<file path="config.mk">
export PLATFORM = sky130hd
export DESIGN_NAME = tvs_port
export DESIGN_NICKNAME = d
export VERILOG_FILES = /design/src/tvs_pkg.sv /design/src/tvs_edge_sync.sv /design/src/tvs_port.sv
export VERILOG_INCLUDE_DIRS = /design/src
export SDC_FILE = /design/constraint.sdc
export NUM_CORES = 1
export LEC_CHECK = 0
export ABC_AREA = 0
export BUFFER_PORTS_ARGS = -buffer_cell sky130_fd_sc_hd__buf_2
export CAP_MARGIN = 20
export CORE_ASPECT_RATIO = 1.4
export CORE_MARGIN = 5
export CORE_UTILIZATION = 60
export CTS_CLUSTER_DIAMETER = 200
export CTS_CLUSTER_SIZE = 24
export DETAILED_ROUTE_END_ITERATION = 6
export PLACE_DENSITY_LB_ADDON = 0.25
export SLEW_MARGIN = 15
export SYNTH_ARGS = -nofsm -noshare
export SYNTH_HDL_FRONTEND = slang
export SYNTH_SLANG_ARGS = --single-unit
</file>
<file path="constraint.sdc">
create_clock -name clk_in -period 9.6 [get_ports clk_in]
set_input_delay 0.96 -clock clk_in [delete_from_list [all_inputs] [get_ports clk_in]]
set_output_delay 0.96 -clock clk_in [all_outputs]
set_load 0.01 [all_outputs]
</file>
<file path="src/tvs_cfg.svh">
`ifndef TVS_CFG_SVH
`define TVS_CFG_SVH
// system clock rate and the frame rate of the sync
`define TVS_CLK_HZ 250000000
`define TVS_FRAME_HZ 8000
// the two internal bit clock rates
`define TVS_BCLK_2000_HZ 2000000
`define TVS_BCLK_2048_HZ 2048000
// half periods in system clocks, rounded down (shortest time)
`define TVS_HALF_2000 ((`TVS_CLK_HZ / `TVS_BCLK_2000_HZ) / 2)
`define TVS_HALF_2048 ((`TVS_CLK_HZ / `TVS_BCLK_2048_HZ) / 2)
// bit clocks per frame for each internal rate
`define TVS_FRAME_2000 (`TVS_BCLK_2000_HZ / `TVS_FRAME_HZ)
`define TVS_FRAME_2048 (`TVS_BCLK_2048_HZ / `TVS_FRAME_HZ)
// slot geometry
`define TVS_SLOTS 4
`define TVS_NARROW 8
`define TVS_WIDE 16
`define TVS_POS_W 10
// main clock output divider, half period in system clocks
`define TVS_MCLK_HALF 10
`endif

</file>
<file path="src/tvs_pkg.sv">
package tvs_pkg;
  // clocking mode of the port
  typedef enum logic [1:0] {
    TVS_MASTER_INT,
    TVS_MASTER_EXT,
    TVS_SLAVE
  } tvs_mode_t;

  // per-slot setup
  typedef struct packed {
    logic enable;
    logic wide;
    logic [9:0] start;
  } tvs_slot_cfg_t;

  // port-wide setup
  typedef struct packed {
    tvs_mode_t mode;
    logic rate_2048;
    logic long_sync;
    logic mclk_en;
  } tvs_port_cfg_t;

  // one slot's sample in either direction
  typedef struct packed {
    logic [15:0] data;
  } tvs_sample_t;
endpackage

</file>
<file path="src/tvs_edge_sync.sv">
`include "tvs_cfg.svh"
// two-flop synchroniser plus edge finder for one outside level
module tvs_edge_sync (
  // clock and reset
  input wire logic clk_in,
  input wire logic rst_in,
  // raw pin level
  input wire logic pin_in,
  // synchronised level and its edges
  output logic level_out,
  output logic rise_out,
  output logic fall_out
);
  logic meta_reg, meta_next;
  logic sync_reg, sync_next;
  logic last_reg, last_next;

  // next values: first flop feeds only the second
  always_comb begin
    meta_next = pin_in;
    sync_next = meta_reg;
    last_next = sync_reg;
  end

  // register stage
  always_ff @(posedge clk_in) begin
    if (rst_in) begin
      meta_reg <= 1'b0;
      sync_reg <= 1'b0;
      last_reg <= 1'b0;
    end else begin
      meta_reg <= meta_next;
      sync_reg <= sync_next;
      last_reg <= last_next;
    end
  end

  // edges seen from the second and third flops only
  assign level_out = sync_reg;
  assign rise_out = sync_reg & ~last_reg;
  assign fall_out = ~sync_reg & last_reg;
endmodule // tvs_edge_sync

</file>
<file path="src/tvs_port.sv">
`include "tvs_cfg.svh"
// Behaviour
// - internal master drives 2/2.048 MHz, 8 kHz sync
// - external-clock master still makes its sync
// - slave takes both clock and sync
// - sync starts frame, at most four slots
// - each slot 8 or 16 bits alone
// - idle bit clocks allowed between slots
// - slot start is offset from sync start
// - lower slot always precedes higher slot (starts are not checked; each slot sits at its own start)
// - each slot enabled on its own
// - long or short sync chosen by setup
// - optional main clock output to codec
module tvs_port #(
  parameter int SLOTS = `TVS_SLOTS,
  parameter int EXT_FRAME = 256
) (
  // clock and reset
  input wire logic clk_in,
  input wire logic rst_in,
  // configuration
  input wire tvs_pkg::tvs_port_cfg_t port_cfg_in,
  input wire tvs_pkg::tvs_slot_cfg_t [SLOTS-1:0] slot_cfg_in,
  // transmit samples, taken at frame start
  input wire tvs_pkg::tvs_sample_t [SLOTS-1:0] tx_sample_in,
  // bit clock pin, three signals
  input wire logic voice_bit_clock_pin_in,
  output logic voice_bit_clock_pin_out,
  output logic voice_bit_clock_pin_oe_out,
  // frame sync pin, three signals
  input wire logic voice_frame_sync_pin_in,
  output logic voice_frame_sync_pin_out,
  output logic voice_frame_sync_pin_oe_out,
  // serial data
  input wire logic voice_serial_in,
  output logic voice_serial_out,
  // optional codec main clock
  output logic codec_main_clock_out,
  // received samples and status
  output tvs_pkg::tvs_sample_t [SLOTS-1:0] rx_sample_out,
  output logic [SLOTS-1:0] rx_valid_out,
  output logic frame_start_out
);
  // internal bit clock generator
  logic [7:0] div_reg, div_next;
  logic bclk_reg, bclk_next;
  // main clock divider
  logic [7:0] mdiv_reg, mdiv_next;
  logic mclk_reg, mclk_next;
  // synchronised pins
  logic ck_lvl, ck_rise, ck_fall;
  logic fs_lvl, fs_rise, fs_fall;
  logic din_meta_reg, din_reg;
  // pin drive enables, registered so the pins come from flops
  logic clk_oe_reg, clk_oe_next;
  logic sync_oe_reg, sync_oe_next;
  // frame position in bit clocks since sync start
  logic [9:0] pos_reg, pos_next;
  // sync output, serial output and its enable
  logic fs_reg, fs_next;
  logic dout_reg, dout_next;
  logic oe_reg, oe_next;
  logic frame_reg, frame_next;
  // shadow of tx data and rx shift state
  tvs_pkg::tvs_sample_t [SLOTS-1:0] tx_reg, tx_next;
  tvs_pkg::tvs_sample_t [SLOTS-1:0] rx_reg, rx_next;
  logic [SLOTS-1:0] vld_reg, vld_next;
  // decoded edges in the active clock source
  logic master, ext_clk, rise, fall;
  logic [7:0] half;
  logic [9:0] frame_len, first_w;
  logic sync_start;

  // bit count of a slot from its width bit
  function automatic logic [9:0] slot_len(input logic wide);
    slot_len = wide ? 10'(`TVS_WIDE) : 10'(`TVS_NARROW);
  endfunction

  // whether the given slot is enabled and active at a given position
  function automatic logic in_slot(input tvs_pkg::tvs_slot_cfg_t c,
                                   input logic [9:0] p);
    in_slot = c.enable && p >= c.start && p < c.start + slot_len(c.wide);
  endfunction

  tvs_edge_sync u_ck (
    .clk_in(clk_in),
    .rst_in(rst_in),
    .pin_in(voice_bit_clock_pin_in),
    .level_out(ck_lvl),
    .rise_out(ck_rise),
    .fall_out(ck_fall)
  );

  tvs_edge_sync u_fs (
    .clk_in(clk_in),
    .rst_in(rst_in),
    .pin_in(voice_frame_sync_pin_in),
    .level_out(fs_lvl),
    .rise_out(fs_rise),
    .fall_out(fs_fall)
  );

  // mode decode
  always_comb begin
    master = port_cfg_in.mode != tvs_pkg::TVS_SLAVE;
    ext_clk = port_cfg_in.mode != tvs_pkg::TVS_MASTER_INT;
    half = port_cfg_in.rate_2048 ? 8'(`TVS_HALF_2048)
                                 : 8'(`TVS_HALF_2000);
    // an outside clock must be a multiple of 8k; length is set here
    if (ext_clk)
      frame_len = 10'(EXT_FRAME);
    else if (port_cfg_in.rate_2048)
      frame_len = 10'(`TVS_FRAME_2048);
    else
      frame_len = 10'(`TVS_FRAME_2000);
    first_w = slot_len(slot_cfg_in[0].wide);
  end

  // bit clock source selection; the internal clock is not resynchronised
  assign rise = ext_clk ? ck_rise : (div_reg == half - 8'h01 && !bclk_reg);
  assign fall = ext_clk ? ck_fall : (div_reg == half - 8'h01 && bclk_reg);
  // slave frames start on a sampled sync rise at a bit clock rise
  // the parked reset position starts the first master frame at once
  assign sync_start = master ? (pos_reg == frame_len - 10'h001 ||
                                pos_reg == 10'h3FF)
                             : (fs_lvl && !frame_reg);

  // internal divider and main clock next state
  always_comb begin
    div_next = (div_reg >= half - 8'h01) ? 8'h00 : div_reg + 8'h01;
    bclk_next = (div_reg >= half - 8'h01) ? ~bclk_reg : bclk_reg;
    mdiv_next = (mdiv_reg >= 8'(`TVS_MCLK_HALF - 1)) ? 8'h00
                                                     : mdiv_reg + 8'h01;
    mclk_next = port_cfg_in.mclk_en &&
                ((mdiv_reg >= 8'(`TVS_MCLK_HALF - 1)) ? ~mclk_reg
                                                      : mclk_reg);
    // only the internal master owns the clock pin
    clk_oe_next = port_cfg_in.mode == tvs_pkg::TVS_MASTER_INT;
    // both master modes drive the sync pin, slave listens
    sync_oe_next = master;
  end

  // frame, sync and data next state
  always_comb begin
    pos_next = pos_reg;
    fs_next = fs_reg;
    dout_next = dout_reg;
    oe_next = oe_reg;
    frame_next = frame_reg;
    tx_next = tx_reg;
    rx_next = rx_reg;
    vld_next = '0;
    if (!master && !fs_lvl)
      frame_next = 1'b0;
    if (rise) begin
      // launch edge: advance position, drive sync and data
      if (sync_start) begin
        pos_next = 10'h000;
        frame_next = 1'b1;
        tx_next = tx_sample_in;
      end else if (pos_reg != 10'h3FF) begin
        pos_next = pos_reg + 10'h001;
      end
      // sync: short is one bit, long spans first slot
      if (master)
        fs_next = sync_start ||
                  (port_cfg_in.long_sync && pos_next < first_w);
      else
        fs_next = 1'b0;
      oe_next = 1'b0;
      dout_next = 1'b0;
      // idle bits between slots keep the line off
      for (int i = 0; i < SLOTS; i++) begin
        if (in_slot(slot_cfg_in[i], pos_next)) begin
          oe_next = 1'b1;
          dout_next = tx_next[i].data[4'(slot_len(slot_cfg_in[i].wide) -
                                    10'h001 - (pos_next -
                                    slot_cfg_in[i].start))];
        end
      end
    end
    if (fall) begin
      // sample edge: shift msb first, flag end of slot
      for (int i = 0; i < SLOTS; i++) begin
        if (in_slot(slot_cfg_in[i], pos_reg)) begin
          rx_next[i].data = {rx_reg[i].data[14:0], din_reg};
          if (pos_reg == slot_cfg_in[i].start +
              slot_len(slot_cfg_in[i].wide) - 10'h001) begin
            vld_next[i] = 1'b1;
            if (!slot_cfg_in[i].wide)
              rx_next[i].data = {8'h00, rx_reg[i].data[6:0], din_reg};
          end
        end
      end
    end
  end

  // registers of every group
  always_ff @(posedge clk_in) begin
    if (rst_in) begin
      div_reg <= 8'h00;
      bclk_reg <= 1'b0;
      mdiv_reg <= 8'h00;
      mclk_reg <= 1'b0;
      pos_reg <= 10'h3FF;
      fs_reg <= 1'b0;
      dout_reg <= 1'b0;
      oe_reg <= 1'b0;
      frame_reg <= 1'b0;
      tx_reg <= '0;
      rx_reg <= '0;
      vld_reg <= '0;
      din_meta_reg <= 1'b0;
      din_reg <= 1'b0;
      clk_oe_reg <= 1'b0;
      sync_oe_reg <= 1'b0;
    end else begin
      div_reg <= div_next;
      bclk_reg <= bclk_next;
      mdiv_reg <= mdiv_next;
      mclk_reg <= mclk_next;
      pos_reg <= pos_next;
      fs_reg <= fs_next;
      dout_reg <= dout_next;
      oe_reg <= oe_next;
      frame_reg <= frame_next;
      tx_reg <= tx_next;
      rx_reg <= rx_next;
      vld_reg <= vld_next;
      din_meta_reg <= voice_serial_in;
      din_reg <= din_meta_reg;
      clk_oe_reg <= clk_oe_next;
      sync_oe_reg <= sync_oe_next;
    end
  end

  // pins and status straight from flops
  assign voice_bit_clock_pin_out = bclk_reg;
  assign voice_bit_clock_pin_oe_out = clk_oe_reg;
  assign voice_frame_sync_pin_out = fs_reg;
  assign voice_frame_sync_pin_oe_out = sync_oe_reg;
  assign voice_serial_out = dout_reg;
  assign codec_main_clock_out = mclk_reg;
  assign rx_sample_out = rx_reg;
  assign rx_valid_out = vld_reg;
  assign frame_start_out = fs_reg;

  // checks on what the port itself drives

  // clock pin enable follows the mode one cycle later
  clk_oe_mode_a: assert property (
    @(posedge clk_in) disable iff (rst_in)
    !$past(rst_in) |-> voice_bit_clock_pin_oe_out ==
      ($past(port_cfg_in.mode) == tvs_pkg::TVS_MASTER_INT))
    else $error("bit clock enable does not follow the mode");

  // sync pin enable is on in both master modes
  sync_oe_mode_a: assert property (
    @(posedge clk_in) disable iff (rst_in)
    !$past(rst_in) |-> voice_frame_sync_pin_oe_out ==
      ($past(port_cfg_in.mode) != tvs_pkg::TVS_SLAVE))
    else $error("sync enable does not follow the mode");

  // main clock stays low while it is switched off
  mclk_off_a: assert property (
    @(posedge clk_in) disable iff (rst_in)
    !$past(port_cfg_in.mclk_en) |-> !codec_main_clock_out)
    else $error("main clock runs while disabled");

  // master position never passes the frame length
  pos_range_a: assert property (
    @(posedge clk_in) disable iff (rst_in)
    master && $stable(port_cfg_in) |->
      (pos_reg < frame_len || pos_reg == 10'h3FF))
    else $error("frame position out of range");

  // short sync drops after one bit
  short_sync_a: assert property (
    @(posedge clk_in) disable iff (rst_in)
    master && !port_cfg_in.long_sync && rise && !sync_start |=>
      !voice_frame_sync_pin_out)
    else $error("short sync longer than one bit");

  // a slot completes only on a sampling edge
  valid_on_fall_a: assert property (
    @(posedge clk_in) disable iff (rst_in)
    |rx_valid_out |-> $past(fall))
    else $error("slot valid without a sampling edge");

  // transmit samples are taken at frame start
  tx_latch_a: assert property (
    @(posedge clk_in) disable iff (rst_in)
    rise && sync_start |=> tx_reg == $past(tx_sample_in))
    else $error("transmit samples not taken at frame start");

  // main scenarios reached
  master_frame_c: cover property (@(posedge clk_in) disable iff (rst_in)
    master && rise && sync_start);
  slave_long_c: cover property (@(posedge clk_in) disable iff (rst_in)
    !master && rise && sync_start && port_cfg_in.long_sync);
  slot_done_c: cover property (@(posedge clk_in) disable iff (rst_in)
    |rx_valid_out);
endmodule // tvs_port

</file>
==> results of run 1 <==
layer usage:
layer | wire length (um) | vias to the layer above | GRT usage
met5 | 0 | - | 0
met4 | 1670 | 0 | 0.148
met3 | 1990 | 108 | 0.0516
met2 | 18700 | 400 | 0.532
met1 | 14400 | 5812 | 0.330
li1 | - | 5911 | -
metrics by stage:
stage | power (W) | setup slack, ns | utilization
finish | 0.00240 | 4.01 | 0.692
global route | 0.00253 | 3.75 | 0.692
CTS | 0.00239 | 4.11 | 0.692
detailed placement | 0.00165 | 3.98 | 0.662
global placement | 0.00162 | 4.13 | 0.662
floorplan | 0.00141 | 4.67 | -
area by class of cell:
class	count	area, um^2
Clock buffer	21	460
Tap cell	260	325
Inverter	92	345
Antenna cell	1	2.50
Clock inverter	11	160
Sequential cell	172	3440
Multi-Input combinational cell	1210	8790
Timing Repair Buffer	211	1100
Fill cell	1781	6500
final timing paths:
| kind | from | to | slack [ns] |
|---|---|---|---|
| setup / recovery | pos_reg[1] | voice_serial_out | 4.01 |
| hold / removal | u_ck.meta_reg | u_ck.level_out | 0.44 |
| setup reg to reg | pos_reg[1] | voice_serial_out | 4.01 |
| hold reg to reg | u_ck.meta_reg | u_ck.level_out | 0.44 |
synthesized netlist by cell type, drive strengths merged (7+ instances only):
master | count | area share
nand2 | 207 | 0.060
dfxtp | 172 | 0.27
ha | 171 | 0.17
a21oi | 168 | 0.065
inv | 91 | 0.027
o21ai | 89 | 0.035
nand3 | 67 | 0.026
clkbuf | 62 | 0.018
xnor2 | 62 | 0.042
nor2 | 50 | 0.015
nand4 | 29 | 0.015
nor2b | 28 | 0.014
a21o | 27 | 0.016
o2111ai | 27 | 0.018
o21a | 27 | 0.016
mux4 | 26 | 0.046
nor3 | 26 | 0.010
xor2 | 26 | 0.018
o211ai | 20 | 0.012
nand2b | 15 | 0.0073
buf | 14 | 0.0069
mux2i | 11 | 0.0086
and3 | 9 | 0.0044
nor4 | 9 | 0.0044
a211oi | 8 | 0.0047
fa | 8 | 0.012
nand3b | 8 | 0.0047
a211o | 7 | 0.0048
logic make-up after synthesis:
kind of cell	Yosys count	synth area share
adders and majority gates	179	0.179
xor gates and xnor gates	89	0.0617
AOI/OAI and AO/OA	417	0.201
other	1	0.000291
DFF	172	0.268
and+or+nand+nor	477	0.179
buffers and inverters	168	0.0518
muxes	43	0.0593
power by group:
part / switching, W / total [W] / internal, W / leakage, nW
clock network: 0.000314 / 0.000741 / 0.000427 / 0.290
registers: 0.0000108 / 0.000736 / 0.000726 / 1.39
logic: 0.000531 / 0.000918 / 0.000387 / 4.56
critical path: stages, from the launching register on:
cell and delay, ns:
dfxtp_1 0.79, ha_1 0.32, nand3_1 0.21, or4_4 0.59
o211a_1 0.34, o211ai_1 0.36, inv_1 0.22, ha_1 0.37
inv_1 0.07, fa_1 0.43, xnor2_1 0.15, xnor2_1 0.35
nor3_1 0.08, a221oi_1 0.32, a221oi_1 0.13, a211o_1 0.30
a2111oi_1 0.34, a311o_1 0.16
==> impl_results.md, run 1 <==
* Max Clk Rate at 0.179 GHz
* Post-cts resize count at 0
* Routability cong. at 0.946
* Grt ovf at 0
* Post-route ant nets at 0
* CTS tree: done
* Layout cells sized above 1 at 0.165
* Commonest non-fill, non-tap cell in the layout: nand2_1
* Hold Path Cell Cnt at 1
* Final Slew Violations at 0
* Area grow syn2layout at 13.7%
* Slew @ Worst Pin at 1.09 ns
* Starting Density at 0.609
* Synth Flop Type: dfxtp_1
* R2R depth at 17
* Leak pwr at 6.24 nW
* Count of cell types in the netlist at 71
* DRC violations left at 0
* Setup tns final at 0 ns
* Yosys warnings at 0
* Seq cells post-synth at 172
* First-pass GRT wire length at 58900 um
* Post-CTS Setup Inserts at 0
* Setup Skew at 0.0117 ns
* Vias at 12231
* Status: complete, no violations
* Vias in the first global route at 12011
* Hold_ws at 0.435 ns
* IO Port Bufs at 196
* Die ar. at 0.0245 mm^2
* Die Height at 183 um
* Vias/cell at 6.18
* Arrival @ worst endpoint at 5.98 ns
* Mapped Area at 0.0129 mm^2
* Placed insts at 1944
* Commonest non-fill, non-tap cells in the layout: nand2_1, buf_2, dfxtp_1
* Pre-antenna DRT Iters at 5
* Die Width at 134 um
* Wirelength per Cell at 18.6 um
* Placed cell area at 0.0140 mm^2
* CTS buffer count at 17
* Asr flop ratio synth at 0
* Largest net degree at the start of global routing at 83
* Drt total wl at 36800 um
* Finished Cell Area at 0.0146 mm^2
* Non-filler cells, final at 1978
* All-Layer GR Usage at 0.294
* CP startpoint kind: flop
* Min-delay worst type: flop to flop
* RSZ-0062 raised after global routing: no
* # rows at 63
* Worst IR Drop VDD at 0.157 mV
* Clock network latency to the later pin of the worst-skew pair at 0.46 ns
* Register area share after synthesis at 0.268
* Syn Area/Cell at 8.32 um^2
* CTS hold repair buffers at 0
* Root Driver: clkbuf_16
* Final Hold Fails at 0
* Max Cap Viol at 0
* 1st-iter DRT viols at 875
* Final #Nets at 2005
* Dpl hpwl at 28000 um
* Critical path class: flop to flop
* H-tree levels at 4
* Final worst-path cycle share at 0.583
* CP Data Required Time at 9.99 ns
* Bufs on Longest Clock Path at 2
* Clock period minus worst slack at 5.59 ns
* Clock transition at path regs at 0.07 ns
* Post-Synthesis Cells at 1546
* Area of the core at 0.0211 mm^2
* Boundary pin count at 197
* Initial antenna violation count at 0
* CP Max Fanout at 15
* Critical path capture point type: flop
* Max-slew headroom at 0.269
* PD cells at 164 mW/mm^2
* EDFF count, synth at 0
* Final setup viols at 0
* Clk sink count at 172
Note: power is estimated with default switching activity, not from simulation.
==> run 2, diff against run 1 <==
CORE_UTILIZATION = 53   (was 60)
clock period = 4.59 ns   (was 9.6 ns; I/O delays follow)
==> impl_results.md, run 2 (synthesized netlist as in run 1, its figures left out) <==
* Status: complete, no violations (unchanged)
* Vias in the first global route at 11887 (was 12011)
* Area of the core at 0.0240 mm^2 (was 0.0211 mm^2)
* Die Width at 142 um (was 134 um)
* Critical path class: flop to flop (unchanged)
* Dpl hpwl at 28700 um (was 28000 um)
* Finished Cell Area at 0.0149 mm^2 (was 0.0146 mm^2)
* H-tree levels at 4 (unchanged)
* CTS hold repair buffers at 0 (unchanged)
* Routability cong. at 0.944 (was 0.946)
* Number of antenna diodes at 0 (was 1)
* Worst IR Drop VDD at 0.313 mV (was 0.157 mV)
* Cells along the critical path: buf_4, and4_1, nand3_1, buf_4, o211ai_4, buf_4, nor2_1, ha_1, nor3_1, o21ai_0, a21oi_1, o2111ai_1, or4_1, o211a_1, a2111oi_2, a311o_1 (was ha_1, nand3_1, or4_4, o211a_1, o211ai_1, inv_1, ha_1, inv_1, fa_1, xnor2_1, xnor2_1, nor3_1, a221oi_1, a221oi_1, a211o_1, a2111oi_1, a311o_1)
* # rows at 67 (was 63)
* Pre-antenna DRT Iters at 5 (unchanged)
* Root Driver: clkbuf_16 (unchanged)
* R2R depth at 16 (was 17)
* Hold_ws at 0.226 ns (was 0.435 ns)
* Clock period minus worst slack at 4.58 ns (was 5.59 ns)
* Worst Slack Setup Final at 0.0103 ns (was 4.01 ns)
* Final Slew Violations at 0 (unchanged)
* Critical Path End: voice_serial_out (unchanged)
* Slew @ Worst Pin at 1.11 ns (was 1.09 ns)
* Arrival @ worst endpoint at 4.96 ns (was 5.98 ns)
* Dpl ws at -0.0327 ns (was 3.98 ns)
* Layout cells sized above 1 at 0.180 (was 0.165)
* Area grow syn2layout at 15.6% (was 13.7%)
* Clock transition at path regs at 0.07 ns (about the same)
* Fill count at 2185 (was 1781)
* Min-delay worst type: input port to flop (was flop to flop)
* Starting Density at 0.537 (was 0.609)
* Die Height at 194 um (was 183 um)
* Vias/cell at 6.02 (was 6.18)
* Commonest non-fill, non-tap cell in the layout: nand2_1 (unchanged)
* Post-route ant nets at 0 (unchanged)
* Wirelength per Cell at 18.6 um (about the same)
* Commonest non-fill, non-tap cells in the layout: nand2_1, buf_2, dfxtp_1 (unchanged)
* Critical path's slowest cell: a21oi_1 (was dfxtp_1)
* All-Layer GR Usage at 0.268 (was 0.294)
* CP startpoint kind: flop (unchanged)
* Max Clk Rate at 0.218 GHz (was 0.179 GHz)
* Die ar. at 0.0275 mm^2 (was 0.0245 mm^2)
* Leak pwr at 6.37 nW (was 6.24 nW)
* Final #Nets at 2024 (was 2005)
* Worst R2R Setup Slack at 0.01 ns (was 4.01 ns)
* Grt ovf at 0 (unchanged)
* RSZ-0062 raised after global routing: no (unchanged)
* Clk sink count at 172 (unchanged)
* Drt total wl at 38000 um (was 36800 um)
* PD cells at 347 mW/mm^2 (was 164 mW/mm^2)
* R2R Path Start: pos_reg[7] (was pos_reg[1])
* Worst stage delay on the critical path at 0.47 ns (was 0.79 ns)
* Critical path capture point type: flop (unchanged)
* CP Data Required Time at 4.97 ns (was 9.99 ns)
* Reg2reg end: voice_serial_out (unchanged)
* Initial antenna violation count at 2 (was 0)
* Clock network latency to the later pin of the worst-skew pair at 0.44 ns (was 0.46 ns)
* DRC violations left at 0 (unchanged)
* Register area at 0.00344 mm^2 (unchanged)
* IO Port Bufs at 196 (unchanged)
* Final setup viols at 0 (unchanged)
* 1st-iter DRT viols at 714 (was 875)
* CTS tree: done (unchanged)
* Area of the multi-input gates at 0.00882 mm^2 (was 0.00879 mm^2)
* Crit path from: pos_reg[7] (was pos_reg[1])
* Final Hold Fails at 0 (unchanged)
* Max Cap Viol at 0 (unchanged)
* Vias at 12319 (was 12231)
* Most frequent CP cell: buf_4
* Boundary pin count at 197 (unchanged)
* Final worst-path cycle share at 0.998 (was 0.583)
* Setup Skew at 0.0123 ns (was 0.0117 ns)
* Bufs on Longest Clock Path at 2 (unchanged)
* Placed cell area at 0.0142 mm^2 (was 0.0140 mm^2)
* CP Max Fanout at 21 (was 15)
* First-pass GRT wire length at 60400 um (was 58900 um)
* Post-CTS Setup Inserts at 0 (unchanged)
* Max-slew headroom at 0.254 (was 0.269)
* Largest net degree at the start of global routing at 100 (was 83)
* CTS buffer count at 17 (unchanged)
run 2: worst max-delay path: cells and delay by family (launching register included):
kind / cells / cell delay [ns]
simple gates: 5 / 1.31
fa+ha+maj: 1 / 0.25
compound gates: 7 / 1.87
flops: 1 / 0.37
buf+inv: 3 / 0.72
run 2: repair_timing:
item,4_1_cts,5_1_grt
cloned,0,0
endpoints found under the setup margin,1,1
resized for setup,2,5
pin swaps,0,1
run 2: cell type report:
class / count / area share
clock buffers: 18 / 0.0295
clock inverters: 14 / 0.0138
inverters: 92 / 0.0232
multi-input cells: 1210 / 0.593
flip-flops and latches: 172 / 0.231
well taps: 310 / 0.0261
repair buffers: 230 / 0.0833
run 2: per-stage QoR:
stage / cells / total power, W / util / TNS [ns]
after floorplan: 1550 / 0.00295 / - / 0
after global placement: 2013 / 0.00349 / 0.592 / 0
after detailed placement: 2013 / 0.00353 / 0.592 / -0.0327
after CTS: 2045 / 0.00514 / 0.619 / 0
after global routing: 2046 / 0.00544 / 0.621 / 0
final: 2046 / 0.00516 / 0.621 / 0
run 2: where the power goes:
group | switching [W] | total, W | internal, W
combinational | 0.00117 | 0.00203 | 0.000866
clock | 0.000655 | 0.00160 | 0.000940
sequential | 0.0000154 | 0.00153 | 0.00152
total | 0.00184 | 0.00516 | 0.00332
run 2: layer usage:
layer / global-route usage / wire (um)
met1: 0.323 / 15300
met2: 0.469 / 19200
met3: 0.0506 / 2120
met4: 0.0989 / 1350
met5: 0 / 34
run 2: how the worst min path moves through the flow:
stage                                       from              to  slack, ns  cells past startpoint
after floorplan                     din_meta_reg         din_reg       0.41                      1
after global placement             u_ck.meta_reg  u_ck.level_out       0.43                      1
after detailed placement            din_meta_reg         din_reg       0.43                      1
after CTS                 voice_bit_clock_pin_in   u_ck.meta_reg       0.21                      2
after global routing      voice_bit_clock_pin_in   u_ck.meta_reg       0.22                      2
final                     voice_bit_clock_pin_in   u_ck.meta_reg       0.23                      2
